File: src/aps_pkg.sv
// Constants, register map and carrier types for the power, sync and
// reference configuration bank. Assumes one 20 MHz clock and a
// register reset that clears every field to its listed reset value.
package aps_pkg;

  // Register offsets on the serial port
  localparam logic [6:0] OFS_OUT_BUF    = 7'h09;
  localparam logic [6:0] OFS_SLEEP_MASK = 7'h0D;
  localparam logic [6:0] OFS_SYNC_REF   = 7'h0E;
  localparam logic [6:0] OFS_SAMPLE_AZ  = 7'h11;

  // Values after reset
  localparam logic [7:0] RST_OUT_BUF    = 8'h03;
  localparam logic [7:0] RST_SLEEP_MASK = 8'h00;
  localparam logic [7:0] RST_SYNC_REF   = 8'h00;
  localparam logic [7:0] RST_SAMPLE_AZ  = 8'h00;

  // Output buffer register fields
  localparam int OB_FRAME = 5;
  localparam int OB_BIT   = 4;
  localparam int OB_A1    = 3;
  localparam int OB_A0    = 2;
  localparam int OB_B1    = 1;
  localparam int OB_B0    = 0;
  // Sleep mask register fields
  localparam int MK_CLK   = 3;
  localparam int MK_REF   = 2;
  localparam int MK_BG    = 1;
  // Sync and reference register fields
  localparam int SR_PIN_FN  = 7;
  localparam int SR_SYNC    = 6;
  localparam int SR_SYNC_EN = 5;
  localparam int SR_REFERENCE_BY_REGISTER = 3;
  localparam int SR_REF_HI  = 2;
  localparam int SR_REF_LO  = 1;
  localparam int SR_SE_CLK  = 0;
  // Sampling time register fields
  localparam int SA_DLL   = 2;
  localparam int SA_AZ    = 0;

  // Reference source codes
  localparam logic [1:0] REF_INTERNAL = 2'h0;
  localparam logic [1:0] REF_EXT_BUF  = 2'h1;
  localparam logic [1:0] REF_EXTERNAL = 2'h2;

  // Output interface width modes
  localparam logic [1:0] WIRE_TWO  = 2'h0;
  localparam logic [1:0] WIRE_ONE  = 2'h1;
  localparam logic [1:0] WIRE_HALF = 2'h2;

  // Serial frame: read flag, 7 address bits, 8 data bits
  localparam logic [4:0] SPI_HDR_LEN   = 5'h08;
  localparam logic [4:0] SPI_FRAME_LEN = 5'h10;

  typedef enum logic [1:0] {
    SPI_IDLE  = 2'b01,
    SPI_SHIFT = 2'b10
  } aps_spi_e;

  typedef struct packed {
    logic [6:0] addr;
    logic [7:0] data;
  } aps_wr_s;

endpackage : aps_pkg

File: src/aps_config_regs.sv
// Power, sync and reference configuration bank with its serial port.
// Assumes the output width mode and the global sleep bit come from
// logic on mclk; the two shared pins come from outside the domain.
`timescale 1ns/10ps
module aps_config_regs
  import aps_pkg::*;
#(
  parameter bit FAST_GRADE = 1'b1
) (
  // Clock and reset
  input  wire logic       mclk,
  input  wire logic       rst_b,
  // Serial port pins
  input  wire logic       sclk,
  input  wire logic       sen_b,
  input  wire logic       sdin,
  output logic            sdout,
  output logic            sdout_oe,
  // Shared device pins
  input  wire logic       shared_sync_sleep_pin,
  input  wire logic       reference_buffer_pin,
  // From the rest of the converter
  input  wire logic [1:0] op_wire_mode,
  input  wire logic       global_sleep_bit,
  // Output buffer controls
  output logic            frame_clock_buf_off,
  output logic            bit_clock_buf_off,
  output logic            chan_a_lane1_buf_off,
  output logic            chan_a_lane0_buf_off,
  output logic            chan_b_lane1_buf_off,
  output logic            chan_b_lane0_buf_off,
  // Global sleep controls
  output logic            sleep_active,
  output logic            clock_buf_off,
  output logic            ref_amp_off,
  output logic            bandgap_off,
  // Sync, reference and clock selection
  output logic            sync_cmd,
  output logic [1:0]      ref_source,
  output logic            single_ended_clock,
  output logic            diff_clock_buf_off,
  // Sampling time and auto-zero
  output logic            sample_half_period,
  output logic            auto_zero_on
);

  ////////////////////////////////////////////////////////////////////////////
  // Declarations

  logic       pin_m, pin_s;
  logic       refpin_m, refpin_s;
  logic       wr_valid;
  aps_wr_s    wr;
  logic [6:0] rd_addr;
  logic [7:0] rd_data;
  logic [7:0] out_buf_r;
  logic [7:0] sleep_mask_r;
  logic [7:0] sync_ref_r;
  logic [7:0] sample_az_r;
  logic       sleep_nxt;
  logic       sync_nxt;
  logic       init_r;

  function automatic logic [7:0] read_reg(
    input logic [6:0] addr,
    input logic [7:0] ob,
    input logic [7:0] mk,
    input logic [7:0] sr,
    input logic [7:0] sa
  );
    case (addr)
      OFS_OUT_BUF:    read_reg = ob;
      OFS_SLEEP_MASK: read_reg = mk;
      OFS_SYNC_REF:   read_reg = sr;
      OFS_SAMPLE_AZ:  read_reg = sa;
      default:        read_reg = 8'h00;
    endcase
  endfunction : read_reg

  function automatic logic hit(input aps_wr_s w, input logic v, input logic [6:0] ofs);
    hit = v && (w.addr == ofs);
  endfunction : hit

  ////////////////////////////////////////////////////////////////////////////
  // Serial port

  aps_spi_slave u_spi (
    .mclk     (mclk),
    .rst_b    (rst_b),
    .sclk     (sclk),
    .sen_b    (sen_b),
    .sdin     (sdin),
    .sdout    (sdout),
    .sdout_oe (sdout_oe),
    .wr_valid (wr_valid),
    .wr       (wr),
    .rd_addr  (rd_addr),
    .rd_data  (rd_data)
  );

  assign rd_data = read_reg(rd_addr, out_buf_r, sleep_mask_r, sync_ref_r, sample_az_r);

  ////////////////////////////////////////////////////////////////////////////
  // Pin synchronisers

  always_ff @(posedge mclk or negedge rst_b) begin
    if (!rst_b) begin
      pin_m    <= 1'b0;
      pin_s    <= 1'b0;
      refpin_m <= 1'b0;
      refpin_s <= 1'b0;
    end else begin
      pin_m    <= shared_sync_sleep_pin;
      pin_s    <= pin_m;
      refpin_m <= reference_buffer_pin;
      refpin_s <= refpin_m;
    end
  end

  ////////////////////////////////////////////////////////////////////////////
  // Register file; reserved bits stored as written so readback is honest

  always_ff @(posedge mclk or negedge rst_b) begin
    if (!rst_b) begin
      out_buf_r <= RST_OUT_BUF;
    end else if (hit(wr, wr_valid, OFS_OUT_BUF)) begin
      out_buf_r <= wr.data;
    end
  end

  always_ff @(posedge mclk or negedge rst_b) begin
    if (!rst_b) begin
      sleep_mask_r <= RST_SLEEP_MASK;
    end else if (hit(wr, wr_valid, OFS_SLEEP_MASK)) begin
      sleep_mask_r <= wr.data;
    end
  end

  // Register sync bit is a level the host raises then drops
  always_ff @(posedge mclk or negedge rst_b) begin
    if (!rst_b) begin
      sync_ref_r <= RST_SYNC_REF;
    end else if (hit(wr, wr_valid, OFS_SYNC_REF)) begin
      sync_ref_r <= wr.data;
    end
  end

  always_ff @(posedge mclk or negedge rst_b) begin
    if (!rst_b) begin
      sample_az_r <= RST_SAMPLE_AZ;
    end else if (hit(wr, wr_valid, OFS_SAMPLE_AZ)) begin
      sample_az_r <= wr.data;
    end
  end

  ////////////////////////////////////////////////////////////////////////////
  // Output lane buffers

  always_ff @(posedge mclk or negedge rst_b) begin
    if (!rst_b) begin
      frame_clock_buf_off  <= RST_OUT_BUF[OB_FRAME];
      bit_clock_buf_off    <= RST_OUT_BUF[OB_BIT];
      chan_a_lane1_buf_off <= RST_OUT_BUF[OB_A1];
      chan_a_lane0_buf_off <= RST_OUT_BUF[OB_A0];
      chan_b_lane1_buf_off <= RST_OUT_BUF[OB_B1];
      chan_b_lane0_buf_off <= RST_OUT_BUF[OB_B0];
    end else begin
      frame_clock_buf_off  <= out_buf_r[OB_FRAME];
      bit_clock_buf_off    <= out_buf_r[OB_BIT];
      chan_a_lane0_buf_off <= out_buf_r[OB_A0];
      // Narrow modes have no use for lane 1, so its bit is overridden
      chan_a_lane1_buf_off <= out_buf_r[OB_A1] || op_wire_mode != WIRE_TWO;
      chan_b_lane1_buf_off <= out_buf_r[OB_B1] || op_wire_mode != WIRE_TWO;
      chan_b_lane0_buf_off <= out_buf_r[OB_B0] || op_wire_mode == WIRE_HALF;
    end
  end

  ////////////////////////////////////////////////////////////////////////////
  // Global sleep and sync sources

  always_comb begin
    sleep_nxt = global_sleep_bit || (pin_s && !sync_ref_r[SR_PIN_FN]);
    if (sync_ref_r[SR_SYNC_EN]) begin
      sync_nxt = sync_ref_r[SR_SYNC];
    end else begin
      sync_nxt = pin_s && sync_ref_r[SR_PIN_FN];
    end
  end

  always_ff @(posedge mclk or negedge rst_b) begin
    if (!rst_b) begin
      sleep_active  <= 1'b0;
      clock_buf_off <= 1'b0;
      ref_amp_off   <= 1'b0;
      bandgap_off   <= 1'b0;
      sync_cmd      <= 1'b0;
    end else begin
      sleep_active  <= sleep_nxt;
      clock_buf_off <= sleep_nxt && !sleep_mask_r[MK_CLK];
      ref_amp_off   <= sleep_nxt && !sleep_mask_r[MK_REF];
      // Inverted sense: set means the bandgap goes too, at a wake-up cost
      bandgap_off   <= sleep_nxt && sleep_mask_r[MK_BG];
      sync_cmd      <= sync_nxt;
    end
  end

  ////////////////////////////////////////////////////////////////////////////
  // Reference and sampling clock selection

  always_ff @(posedge mclk or negedge rst_b) begin
    if (!rst_b) begin
      ref_source         <= REF_INTERNAL;
      single_ended_clock <= 1'b0;
      diff_clock_buf_off <= 1'b0;
    end else begin
      if (sync_ref_r[SR_REFERENCE_BY_REGISTER]) begin
        ref_source         <= sync_ref_r[SR_REF_HI:SR_REF_LO];
        single_ended_clock <= sync_ref_r[SR_SE_CLK];
        diff_clock_buf_off <= sync_ref_r[SR_SE_CLK] || (sleep_nxt && !sleep_mask_r[MK_CLK]);
      end else begin
        ref_source         <= refpin_s ? REF_EXT_BUF : REF_INTERNAL;
        single_ended_clock <= 1'b0;
        diff_clock_buf_off <= sleep_nxt && !sleep_mask_r[MK_CLK];
      end
    end
  end

  ////////////////////////////////////////////////////////////////////////////
  // Sampling time and auto-zero; auto-zero bit sense flips and delay loop bit is ignored on the slow grade

  always_ff @(posedge mclk or negedge rst_b) begin
    if (!rst_b) begin
      sample_half_period <= 1'b0;
      auto_zero_on       <= 1'b0;
    end else begin
      // Half-period sampling is legal only below 40 MSPS; host must ensure it
      sample_half_period <= FAST_GRADE && sample_az_r[SA_DLL];
      auto_zero_on       <= FAST_GRADE ? sample_az_r[SA_AZ] : !sample_az_r[SA_AZ];
    end
  end

  ////////////////////////////////////////////////////////////////////////////
  // Checks

  always_ff @(posedge mclk or negedge rst_b) begin
    if (!rst_b) begin
      init_r <= 1'b0;
    end else begin
      init_r <= 1'b1;
    end
  end
endmodule : aps_config_regs

File: src/aps_spi_slave.sv
// Serial programming port slave for the configuration bank.
// Assumes the port pins are slow against mclk (sclk at most mclk/8);
// every pin passes two flip-flops before use.
`timescale 1ns/10ps
module aps_spi_slave
  import aps_pkg::*;
(
  // Clock and reset
  input  wire logic       mclk,
  input  wire logic       rst_b,
  // Serial port pins
  input  wire logic       sclk,
  input  wire logic       sen_b,
  input  wire logic       sdin,
  output logic            sdout,
  output logic            sdout_oe,
  // Register side
  output logic            wr_valid,
  output aps_wr_s         wr,
  output logic [6:0]      rd_addr,
  input  wire logic [7:0] rd_data
);

  logic       sclk_m, sclk_s, sclk_d;
  logic       sen_m, sen_s;
  logic       din_m, din_s;
  logic       rise, fall;
  aps_spi_e   state_r;
  logic [4:0] cnt_r;
  logic [6:0] sh_r;
  logic       rw_r;
  logic       ld_r;
  logic [7:0] out_r;

  always_ff @(posedge mclk or negedge rst_b) begin
    if (!rst_b) begin
      sclk_m <= 1'b0;
      sclk_s <= 1'b0;
      sclk_d <= 1'b0;
      sen_m  <= 1'b1;
      sen_s  <= 1'b1;
      din_m  <= 1'b0;
      din_s  <= 1'b0;
    end else begin
      sclk_m <= sclk;
      sclk_s <= sclk_m;
      sclk_d <= sclk_s;
      sen_m  <= sen_b;
      sen_s  <= sen_m;
      din_m  <= sdin;
      din_s  <= din_m;
    end
  end

  assign rise = sclk_s & ~sclk_d;
  assign fall = ~sclk_s & sclk_d;

  always_ff @(posedge mclk or negedge rst_b) begin
    if (!rst_b) begin
      state_r <= SPI_IDLE;
    end else begin
      case (state_r)
        SPI_IDLE:  if (!sen_s) state_r <= SPI_SHIFT;
        SPI_SHIFT: if (sen_s) state_r <= SPI_IDLE;
        default:   state_r <= SPI_IDLE;
      endcase
    end
  end

  always_ff @(posedge mclk or negedge rst_b) begin
    if (!rst_b) begin
      cnt_r <= 5'h00;
      sh_r  <= 7'h00;
    end else if (state_r != SPI_SHIFT) begin
      cnt_r <= 5'h00;
    end else if (rise && cnt_r != SPI_FRAME_LEN) begin
      cnt_r <= 5'(cnt_r + 5'h01);
      sh_r  <= {sh_r[5:0], din_s};
    end
  end

  // Header decode; read data fetched one cycle later
  always_ff @(posedge mclk or negedge rst_b) begin
    if (!rst_b) begin
      rw_r    <= 1'b0;
      rd_addr <= 7'h00;
      ld_r    <= 1'b0;
    end else begin
      ld_r <= 1'b0;
      if (state_r != SPI_SHIFT) begin
        rw_r <= 1'b0;
      end else if (rise && cnt_r == 5'(SPI_HDR_LEN - 5'h01)) begin
        rw_r    <= sh_r[6];
        rd_addr <= {sh_r[5:0], din_s};
        ld_r    <= 1'b1;
      end
    end
  end

  // Read data leaves MSB first on falling edges
  always_ff @(posedge mclk or negedge rst_b) begin
    if (!rst_b) begin
      out_r    <= 8'h00;
      sdout    <= 1'b0;
      sdout_oe <= 1'b0;
    end else begin
      sdout_oe <= (state_r == SPI_SHIFT) && rw_r && (cnt_r >= SPI_HDR_LEN);
      if (ld_r) begin
        out_r <= rd_data;
      end else if (fall && rw_r && cnt_r >= SPI_HDR_LEN) begin
        sdout <= out_r[7];
        out_r <= {out_r[6:0], 1'b0};
      end
    end
  end

  always_ff @(posedge mclk or negedge rst_b) begin
    if (!rst_b) begin
      wr_valid <= 1'b0;
      wr       <= '0;
    end else begin
      wr_valid <= 1'b0;
      if (state_r == SPI_SHIFT && rise && !rw_r && cnt_r == 5'(SPI_FRAME_LEN - 5'h01)) begin
        wr_valid <= 1'b1;
        wr.addr  <= rd_addr;
        wr.data  <= {sh_r, din_s};
      end
    end
  end

endmodule : aps_spi_slave
File: config.mk
export PLATFORM = sky130hd
export DESIGN_NAME = aps_config_regs
export DESIGN_NICKNAME = d
export VERILOG_FILES = /design/src/aps_pkg.sv /design/src/aps_config_regs.sv /design/src/aps_spi_slave.sv
export SDC_FILE = /design/constraint.sdc
export NUM_CORES = 1
export LEC_CHECK = 0
export BUFFER_PORTS_ARGS = -buffer_cell sky130_fd_sc_hd__buf_2
export CORE_MARGIN = 2
export CORE_UTILIZATION = 35
export CTS_CLUSTER_DIAMETER = 40
export CTS_CLUSTER_SIZE = 30
export DETAILED_ROUTE_END_ITERATION = 8
export GPL_ROUTABILITY_DRIVEN = 0
export SLEW_MARGIN = 20
export SYNTH_ARGS = -nofsm -noshare
export SYNTH_HDL_FRONTEND = slang
export SYNTH_SLANG_ARGS = --single-unit
File: constraint.sdc
create_clock -name mclk -period 1.79 [get_ports mclk]
set_input_delay 0.537 -clock mclk [delete_from_list [all_inputs] [get_ports mclk]]
set_output_delay 0.537 -clock mclk [all_outputs]
set_load 0.01 [all_outputs]
---- Yosys cells after proc, flatten, opt, wreduce, memory -nomap -nowiden ----
Cells that the tools add are included.
cells by class
  $add $sub $neg .......................... 1
  magnitude comparators ................... 1
  eq/ne operators ......................... 17
  mux-type cells .......................... 18
  bitwise logic cells ..................... 6
  reduce and logical (&&, ||, !) cells .... 35
operators with widths
  kind                                                                     number
  7-bit by 4-bit equality test with 1-bit output, second input constant    6
  8-bit case mux with 4 select lines                                       1
  1-bit logical AND                                                        18
  8-bit two-way mux                                                        2
  7-bit by 5-bit equality test with 1-bit output, second input constant    2
  5-bit two-way mux                                                        2
  1-bit two-way mux                                                        9
  2-bit AND reduction                                                      4
  2-bit nonzero test                                                       4
  2-bit two-way mux                                                        3
  5-bit by 1-bit adder with 5-bit output, second input constant            1
  5-bit by 3-bit equality test with 1-bit output, second input constant    1
  5-bit by 4-bit equality test with 1-bit output, second input constant    1
  5-bit by 4-bit >= comparator with 1-bit output, second input constant    1
  1-bit logical OR                                                         5
  5-bit inequality test, second input constant                             1
  2-bit equality test, second input constant                               2
  1-bit logical NOT                                                        4
  2-bit inequality test, second input constant                             2
  1-bit NOT                                                                4
  2-bit case mux with 2 select lines                                       1
  1-bit bitwise AND                                                        2
  2-bit by 1-bit equality test with 1-bit output, second input constant    1
  2-bit by 1-bit inequality test with 1-bit output, second input constant  1
word-level totals
  register bits after elaboration ......... 109
  input bits .............................. 10
  output and inout bits ................... 19
  word-level logic and storage cells ...... 121

---- Logic depth before layout (Yosys ltp) ----
Gate-level depths: netlist of the first run.
  word-level depth ........................ 6
  depth in mapped cells ................... 7
  gate-level depth less buffers ........... 6

---- Modules after synthesis ----
From an unflattened synthesis of the first run, not the netlist that was laid out.
unflattened totals
  cells, all modules ...................... 327
  area, all modules ....................... 4570.6 µm²
by module, submodules not included
  module           instances  cells an instance  area each (µm²)  sequential area each (µm²)
  aps_spi_slave    1          171                2321.0           1405.1
  aps_config_regs  1          156                2249.7           1331.3

---- Least setup slack after synthesis of the first run ----
OpenSTA, ideal clock, no wires.
  path type ............................... flip-flop to flip-flop
  start ................................... register u_spi.cnt_r[0]
  end ..................................... register u_spi.wr[0] (netlist name)
  library setup time ...................... 125 ps
  arrival time ............................ 1833 ps
  data required time ...................... 1665 ps
  path slack .............................. -168 ps
  cell stages (with the launch flop) ...... 8
  path buffers ............................ 1
  period minus slack after synthesis ...... 1958 ps
  path through ............................ dfrtp_1 ha_1 and3_1 ha_1 nor3b_1 nand2_1 buf_2 mux2_2
on the way
  word-level cells in the longest chain between the ends .. 2
RTL lines
  element                                         line                  RTL
  start: declaration                              aps_spi_slave.sv:29   logic [4:0] cnt_r;
  start signal: assignment                        aps_spi_slave.sv:77   cnt_r <= 5'(cnt_r + 5'h01);
  5-bit by 4-bit equality test with 1-bit output  aps_spi_slave.sv:123  if (state_r == SPI_SHIFT && rise && !rw_r && cnt_r == 5'(SPI_FRAME_LEN - 5'h01)) begin
  1-bit logical AND                               aps_spi_slave.sv:123
Every way passes these cells.
A chain may end at the register's enable or synchronous reset.

---- Worst setup path in the final report of the first run ----
  start ................................... register u_spi.cnt_r[0]
  end ..................................... register u_spi.wr[12] (netlist name)
on the way
  word-level cells in the longest chain between the ends .. 2
RTL lines
  element                                         line
  5-bit by 4-bit equality test with 1-bit output  aps_spi_slave.sv:123
  1-bit logical AND                               aps_spi_slave.sv:123
Every way passes these cells.

==> results of run 1 <==
-- flip-flops by register name, summed over array words and instances, names as in the netlist, 2 cells and up --
signal / cells
u_spi.wr: 15
out_buf_r: 8
sample_az_r: 8
sleep_mask_r: 8
sync_ref_r: 8
u_spi.out_r: 8
u_spi.rd_addr: 7
u_spi.sh_r: 7
u_spi.cnt_r: 5
ref_source: 2
u_spi.state_r: 2
-- worst paths after layout --
path | end | slack (ns) | depth (start not counted)
worst max-delay path | u_spi.wr[12]$_DFFE_PN0P_ | -0.002 | 7
worst min-delay path | u_spi.wr[11]$_DFFE_PN0P_ | 0.14 | 1
worst max register to register | u_spi.wr[12]$_DFFE_PN0P_ | -0.002 | 7
worst min register to register | u_spi.din_s$_DFF_PN0_ | 0.35 | 0
max in group asynchronous | out_buf_r[0]$_DFFE_PN1P_ | 1.09 | 2
min in group mclk | u_spi.sen_m$_DFF_PN1_ | 0.29 | 1
-- layout make-up --
cell class                 count  area share
clock buffer                   9      0.0429
inverter                      10     0.00714
tap                          168      0.0400
multi-input combinational    169       0.307
timing repair buffer          52      0.0719
sequential                   109       0.521
clock inverter                 7     0.00976
-- cell usage in the layout, fill, tap and decap left out, types with 2 or more instances in the layout --
master / n
clkinv_2: 2
inv_1: 10
nor2_2: 2
nand2b_1: 5
dfrtp_1: 102
clkinvlp_4: 2
and2_1: 2
or3_1: 2
buf_4: 21
nor2_1: 11
dfstp_2: 7
o221ai_1: 5
a22oi_1: 12
nor3b_1: 2
clkbuf_16: 10
a21o_1: 2
nor2b_1: 5
nand4_1: 3
a32o_1: 3
mux2_4: 15
xnor2_1: 2
mux2i_1: 4
mux2_2: 54
buf_12: 3
nand2_1: 6
nand3_1: 2
o21a_1: 5
clkinv_4: 2
buf_2: 27
nor4b_4: 2
-- power by group --
part / internal, mW / switching (mW) / leakage [nW]
sequential: 2.52 / 0.0348 / 1.45
combinational: 0.0641 / 0.0876 / 0.928
clock: 0.948 / 0.890 / 0.132
total: 3.53 / 1.01 / 2.51
-- metal layers --
metal,vias to the layer above,routed length (um),part of all wire
met4,0,245,0.029
met2,55,4010,0.48
met1,1285,3940,0.47
met3,15,214,0.025
li1,1181,-,-
met5,-,0,0
-- logic make-up (layout without fill, tap and decap cells) --
family	Yosys count	after routing
buf+inv	18	78
xor+xnor	3	3
simple gates	52	52
fa+ha+maj	3	3
flops	109	109
mux	73	73
compound gates	38	38
-- worst register-to-register path: cells and delay by family, from the launching register on --
kind          cells  cell delay, ns
flops             1            0.42
fa+ha+maj         2            0.35
mux               1            0.29
simple gates      3            0.43
buf+inv           1            0.18
-- timing repair --
item	CTS	global route
setup buffers	1	0
pin swaps	0	2
gates resized for setup	1	8
gates cloned	0	1
endpoints found under the setup margin	8	22
==> reports/results.ini, run 1 <==
[final_layout]
area_delta_synth_final_pct=21.0
nets=364
final-seq-area_um2=2740
drive_gt1_frac=0.449
antenna_cells=0
utilization=0.436
fillers=1098
multiInputGateArea_um2=1620
fin_area_um2=5250
fin_cells=524

[floorplanning]
rows=40
core_um2=12100
die_area_um2=13300
die_w_um=115
start_util=0.360
die_h_um=115
io_pins=29

[synth]
yosysTopAreaCellShare=0.588
synth_most_common_cell=dfrtp_1
synth_edf_count=0
yosysSeqAreaShare=0.630
synth_area_per_cell_um2=14.7
yosys-mux-area-fraction=0.188
synth_cell_types=44
synth-simple-area-share=0.0790
synth_top_family_by_area=multiplexers
synth_adder_area_share=0.00865
synth_compound_area_frac=0.0703
async_flop_share=1.00
synth_top_area_cell=dfrtp_1
synth-seq-cells=109
syn_area_um2=4340
synth.top_cells.by_count=dfrtp_1, mux2_2, a22oi_1
ys.warnings.count=0
synth_xor_xnor_area_share=0.00605
ys.flop_type=dfrtp_1
syn-num-nets=309
ys_top_cells_by_area=dfrtp_1, mux2_2, dfstp_2
syn_inst=296

[power_and_ir_drop]
totalPowerFinal_mw=4.54
ir_drop_v=0.000452
power_density_nw_per_um2=864
p_leak_nw=2.51

[place]
dp.cells=506
pre_cts_ws_ns=-0.0772
port_buffers=28
place_hpwl_um=5780
placed_area_um2=4900

[clock_network]
ctsLongestPathBuffers=2
htree_levels=3
cts_tree=yes
cts_buffers=9
cts_num_sinks=109
clkLatencyLatePin_ns=0.35
cts-hold-fix-buffers=0
root_buffer=clkbuf_16
clk_pin_slew_worst_paths_ns=0.07

[setup_path]
worstPathArrival_ns=2.02
worstPathRequired_ns=2.02
cp_cell_sequence=ha_2 > and3_4 > ha_4 > nor3b_2 > nand2_2 > clkbuf_16 > mux2_4
start_kind=flip-flop
crit_family=simple AND/OR/NAND/NOR gates
cp-startpoint=u_spi.cnt_r[0]$_DFFE_PN0P_
critPathBufInv=1
path_max_fanout=8
r2r-start=u_spi.cnt_r[0]$_DFFE_PN0P_
critPathCaptureType=flip-flop
crit_slowest_cell=dfrtp_1
max_stage_delay_ns=0.42
crit_type=flip-flop to flip-flop

[min_path]
hp-class=primary input to async pin

[sta]
rsz0062_at_grt=yes
hold_viol=0
fin_skew_ns=0.00586
post-route-period-util=1.00
tns_ns=-0.00396
max_slew_margin=0.703
fmax_mhz=558
worst_pin_slew_ns=0.445
fin_ws_ns=-0.00185
setup_viol=3
slew_viol_final=0
layout_min_cycle_time_ns=1.79
whs_ns=0.137

[drt]
vias_per_cell=4.84
drtPass1Iterations=4
drt_iter0_markers=172
wl_per_cell_um=16.0
drcViolationCount=0
totalWireLength_um=8410
ant_nets=0
vias=2536

[status]
violations=negative setup slack
status=finished, violations left

[grt]
overflow=0
grt_max_degree=40
first_global_vias=2596
met1_usage=0.186
busiest_layer=met2
antenna_found_initial=0
grtUsageMet2=0.212
grt_pass1_wl_um=13800
met3_usage=0.0211
grt_use_total=0.137

[run]
drv_cap=0

Power figures use the tool's default switching activity.
==> inputs of run 2 (changes only) <==
Settings changed: CORE_ASPECT_RATIO from default to 0.75, CORE_UTILIZATION 35 to 30.
==> run 2 against run 1 <==
  * The flow now finishes without violations
  * Combinational power up 3%
  * Non-clock buffer count rose by 1
  * Wire length is 1.5% higher
  * Critical endpoint is now u_spi.wr[3]$_DFFE_PN0P_
  * Largest cell class unchanged
  * Highest routed layer unchanged
==> reports/results.ini, run 2 (same netlist as run 1, synthesis figures left out) <==
[status]
status=completed

[grt]
grt_pass1_wl_um=14000
first_global_vias=2617
grt_use_total=0.120
grt_max_degree=43
antenna_found_initial=0
overflow=0

[final_layout]
nets=365
drive_gt1_frac=0.451
layout_commonest_cell=dfrtp_1
layout_common_cells=dfrtp_1, mux2_2, buf_2, buf_4, mux2_4
area_delta_synth_final_pct=23.6
antenna_cells=0
fillers=1380
utilization=0.375
regMostFlops=u_spi.wr
largest_register_ffs=15

[sta]
layout_min_cycle_time_ns=1.78
rsz0062_at_grt=yes
fin_skew_ns=0.00653
whs_ns=0.0685
hold_viol=0
post-route-period-util=0.992
fmax_mhz=563
tns_ns=0
max_slew_margin=0.714
fin_ws_ns=0.0144
worst_pin_slew_ns=0.428
setup_viol=0
slew_viol_final=0

[setup_path]
crit_type=flip-flop to flip-flop
crit_family=simple AND/OR/NAND/NOR gates
worstPathRequired_ns=2.02
critPathBufInv=1
cp-startpoint=u_spi.cnt_r[1]$_DFFE_PN0P_
start_kind=flip-flop
path_max_fanout=8
max_stage_delay_ns=0.39
cp_cell_sequence=ha_2 > and3_4 > ha_4 > nor3b_4 > nand2_2 > clkbuf_16 > mux2_4
r2r-start=u_spi.cnt_r[1]$_DFFE_PN0P_
critPathCaptureType=flip-flop
crit_slowest_cell=dfrtp_1
rrSetupSlack_ns=0.01
worstPathArrival_ns=2.01

[power_and_ir_drop]
totalPowerFinal_mw=4.62
p_leak_nw=2.54
power_density_nw_per_um2=861
ir_drop_v=0.000391

[run]
drv_cap=0

[min_path]
hp-class=primary input to async pin

[drt]
vias_per_cell=4.54
drcViolationCount=0
drtPass1Iterations=4
wl_per_cell_um=15.3
ant_nets=0
vias=2530
drt_iter0_markers=109
totalWireLength_um=8530

[clock_network]
clk_pin_slew_worst_paths_ns=0.07
htree_levels=3
cts_tree=yes
ctsLongestPathBuffers=2
cts-hold-fix-buffers=0
cts_buffers=9
clkLatencyLatePin_ns=0.35
root_buffer=clkbuf_16
cts_num_sinks=109

[place]
pre_cts_ws_ns=-0.0707
port_buffers=28
place_hpwl_um=5940

[floorplanning]
die_area_um2=15500
core_um2=14300
rows=38
die_w_um=143
die_h_um=108
io_pins=29
start_util=0.303

[run 2: worst reg2reg max path, stage by stage, from the launching register on]
cell and delay (ns):
dfrtp_1 0.39, ha_2 0.20, and3_4 0.18, ha_4 0.11
nor3b_4 0.18, nand2_2 0.13, clkbuf_16 0.19, mux2_4 0.29
[run 2: metal layers]
metal	GRT usage	routed length, um
met2	0.171	3820
met4	0.0431	99
met3	0.0403	332
met5	0	0
met1	0.169	4280
[run 2: layout make-up]
cell class              instances  area [um2]  share of cell area
clock buffers                  13         270              0.0504
clock inverters                 3        18.8             0.00350
inverters                      10        37.5             0.00700
multi-input cells             169        1630               0.303
flip-flops and latches        109        2740               0.510
well taps                     200         250              0.0467
repair buffers                 53         423              0.0789
[run 2: path summary, 6_finish.rpt]
| path | to | cells past startpoint |
|---|---|---|
| max in group asynchronous | u_spi.out_r[2]$_DFFE_PN0P_ | 3 |
| worst max register to register | u_spi.wr[3]$_DFFE_PN0P_ | 7 |
| worst min register to register | u_spi.din_s$_DFF_PN0_ | 0 |
| worst max-delay path | u_spi.wr[3]$_DFFE_PN0P_ | 7 |
| worst min-delay path | u_spi.sh_r[5]$_DFFE_PN0P_ | 1 |
| min in group mclk | u_spi.sen_m$_DFF_PN1_ | 1 |
[run 2: where the power goes]
| part | switching (mW) | internal (mW) |
|---|---|---|
| logic | 0.0891 | 0.0678 |
| clock network | 0.856 | 1.06 |
| registers | 0.0339 | 2.52 |
[run 2: per-stage QoR]
| step | std cells | instance area (um2) |
|---|---|---|
| global route | 557 | 5360 |
| floorplan | 296 | 4390 |
| finish | 557 | 5360 |
| CTS | 554 | 5270 |
| global placement | 538 | 4980 |
| detailed placement | 538 | 4980 |
[run 2: timing repair]
action                                  CTS  global route
pin swaps                                 0             2
gates resized for setup                   1            10
endpoints found under the setup margin    7            26
cloned                                    0             1
setup buffers                             0             2
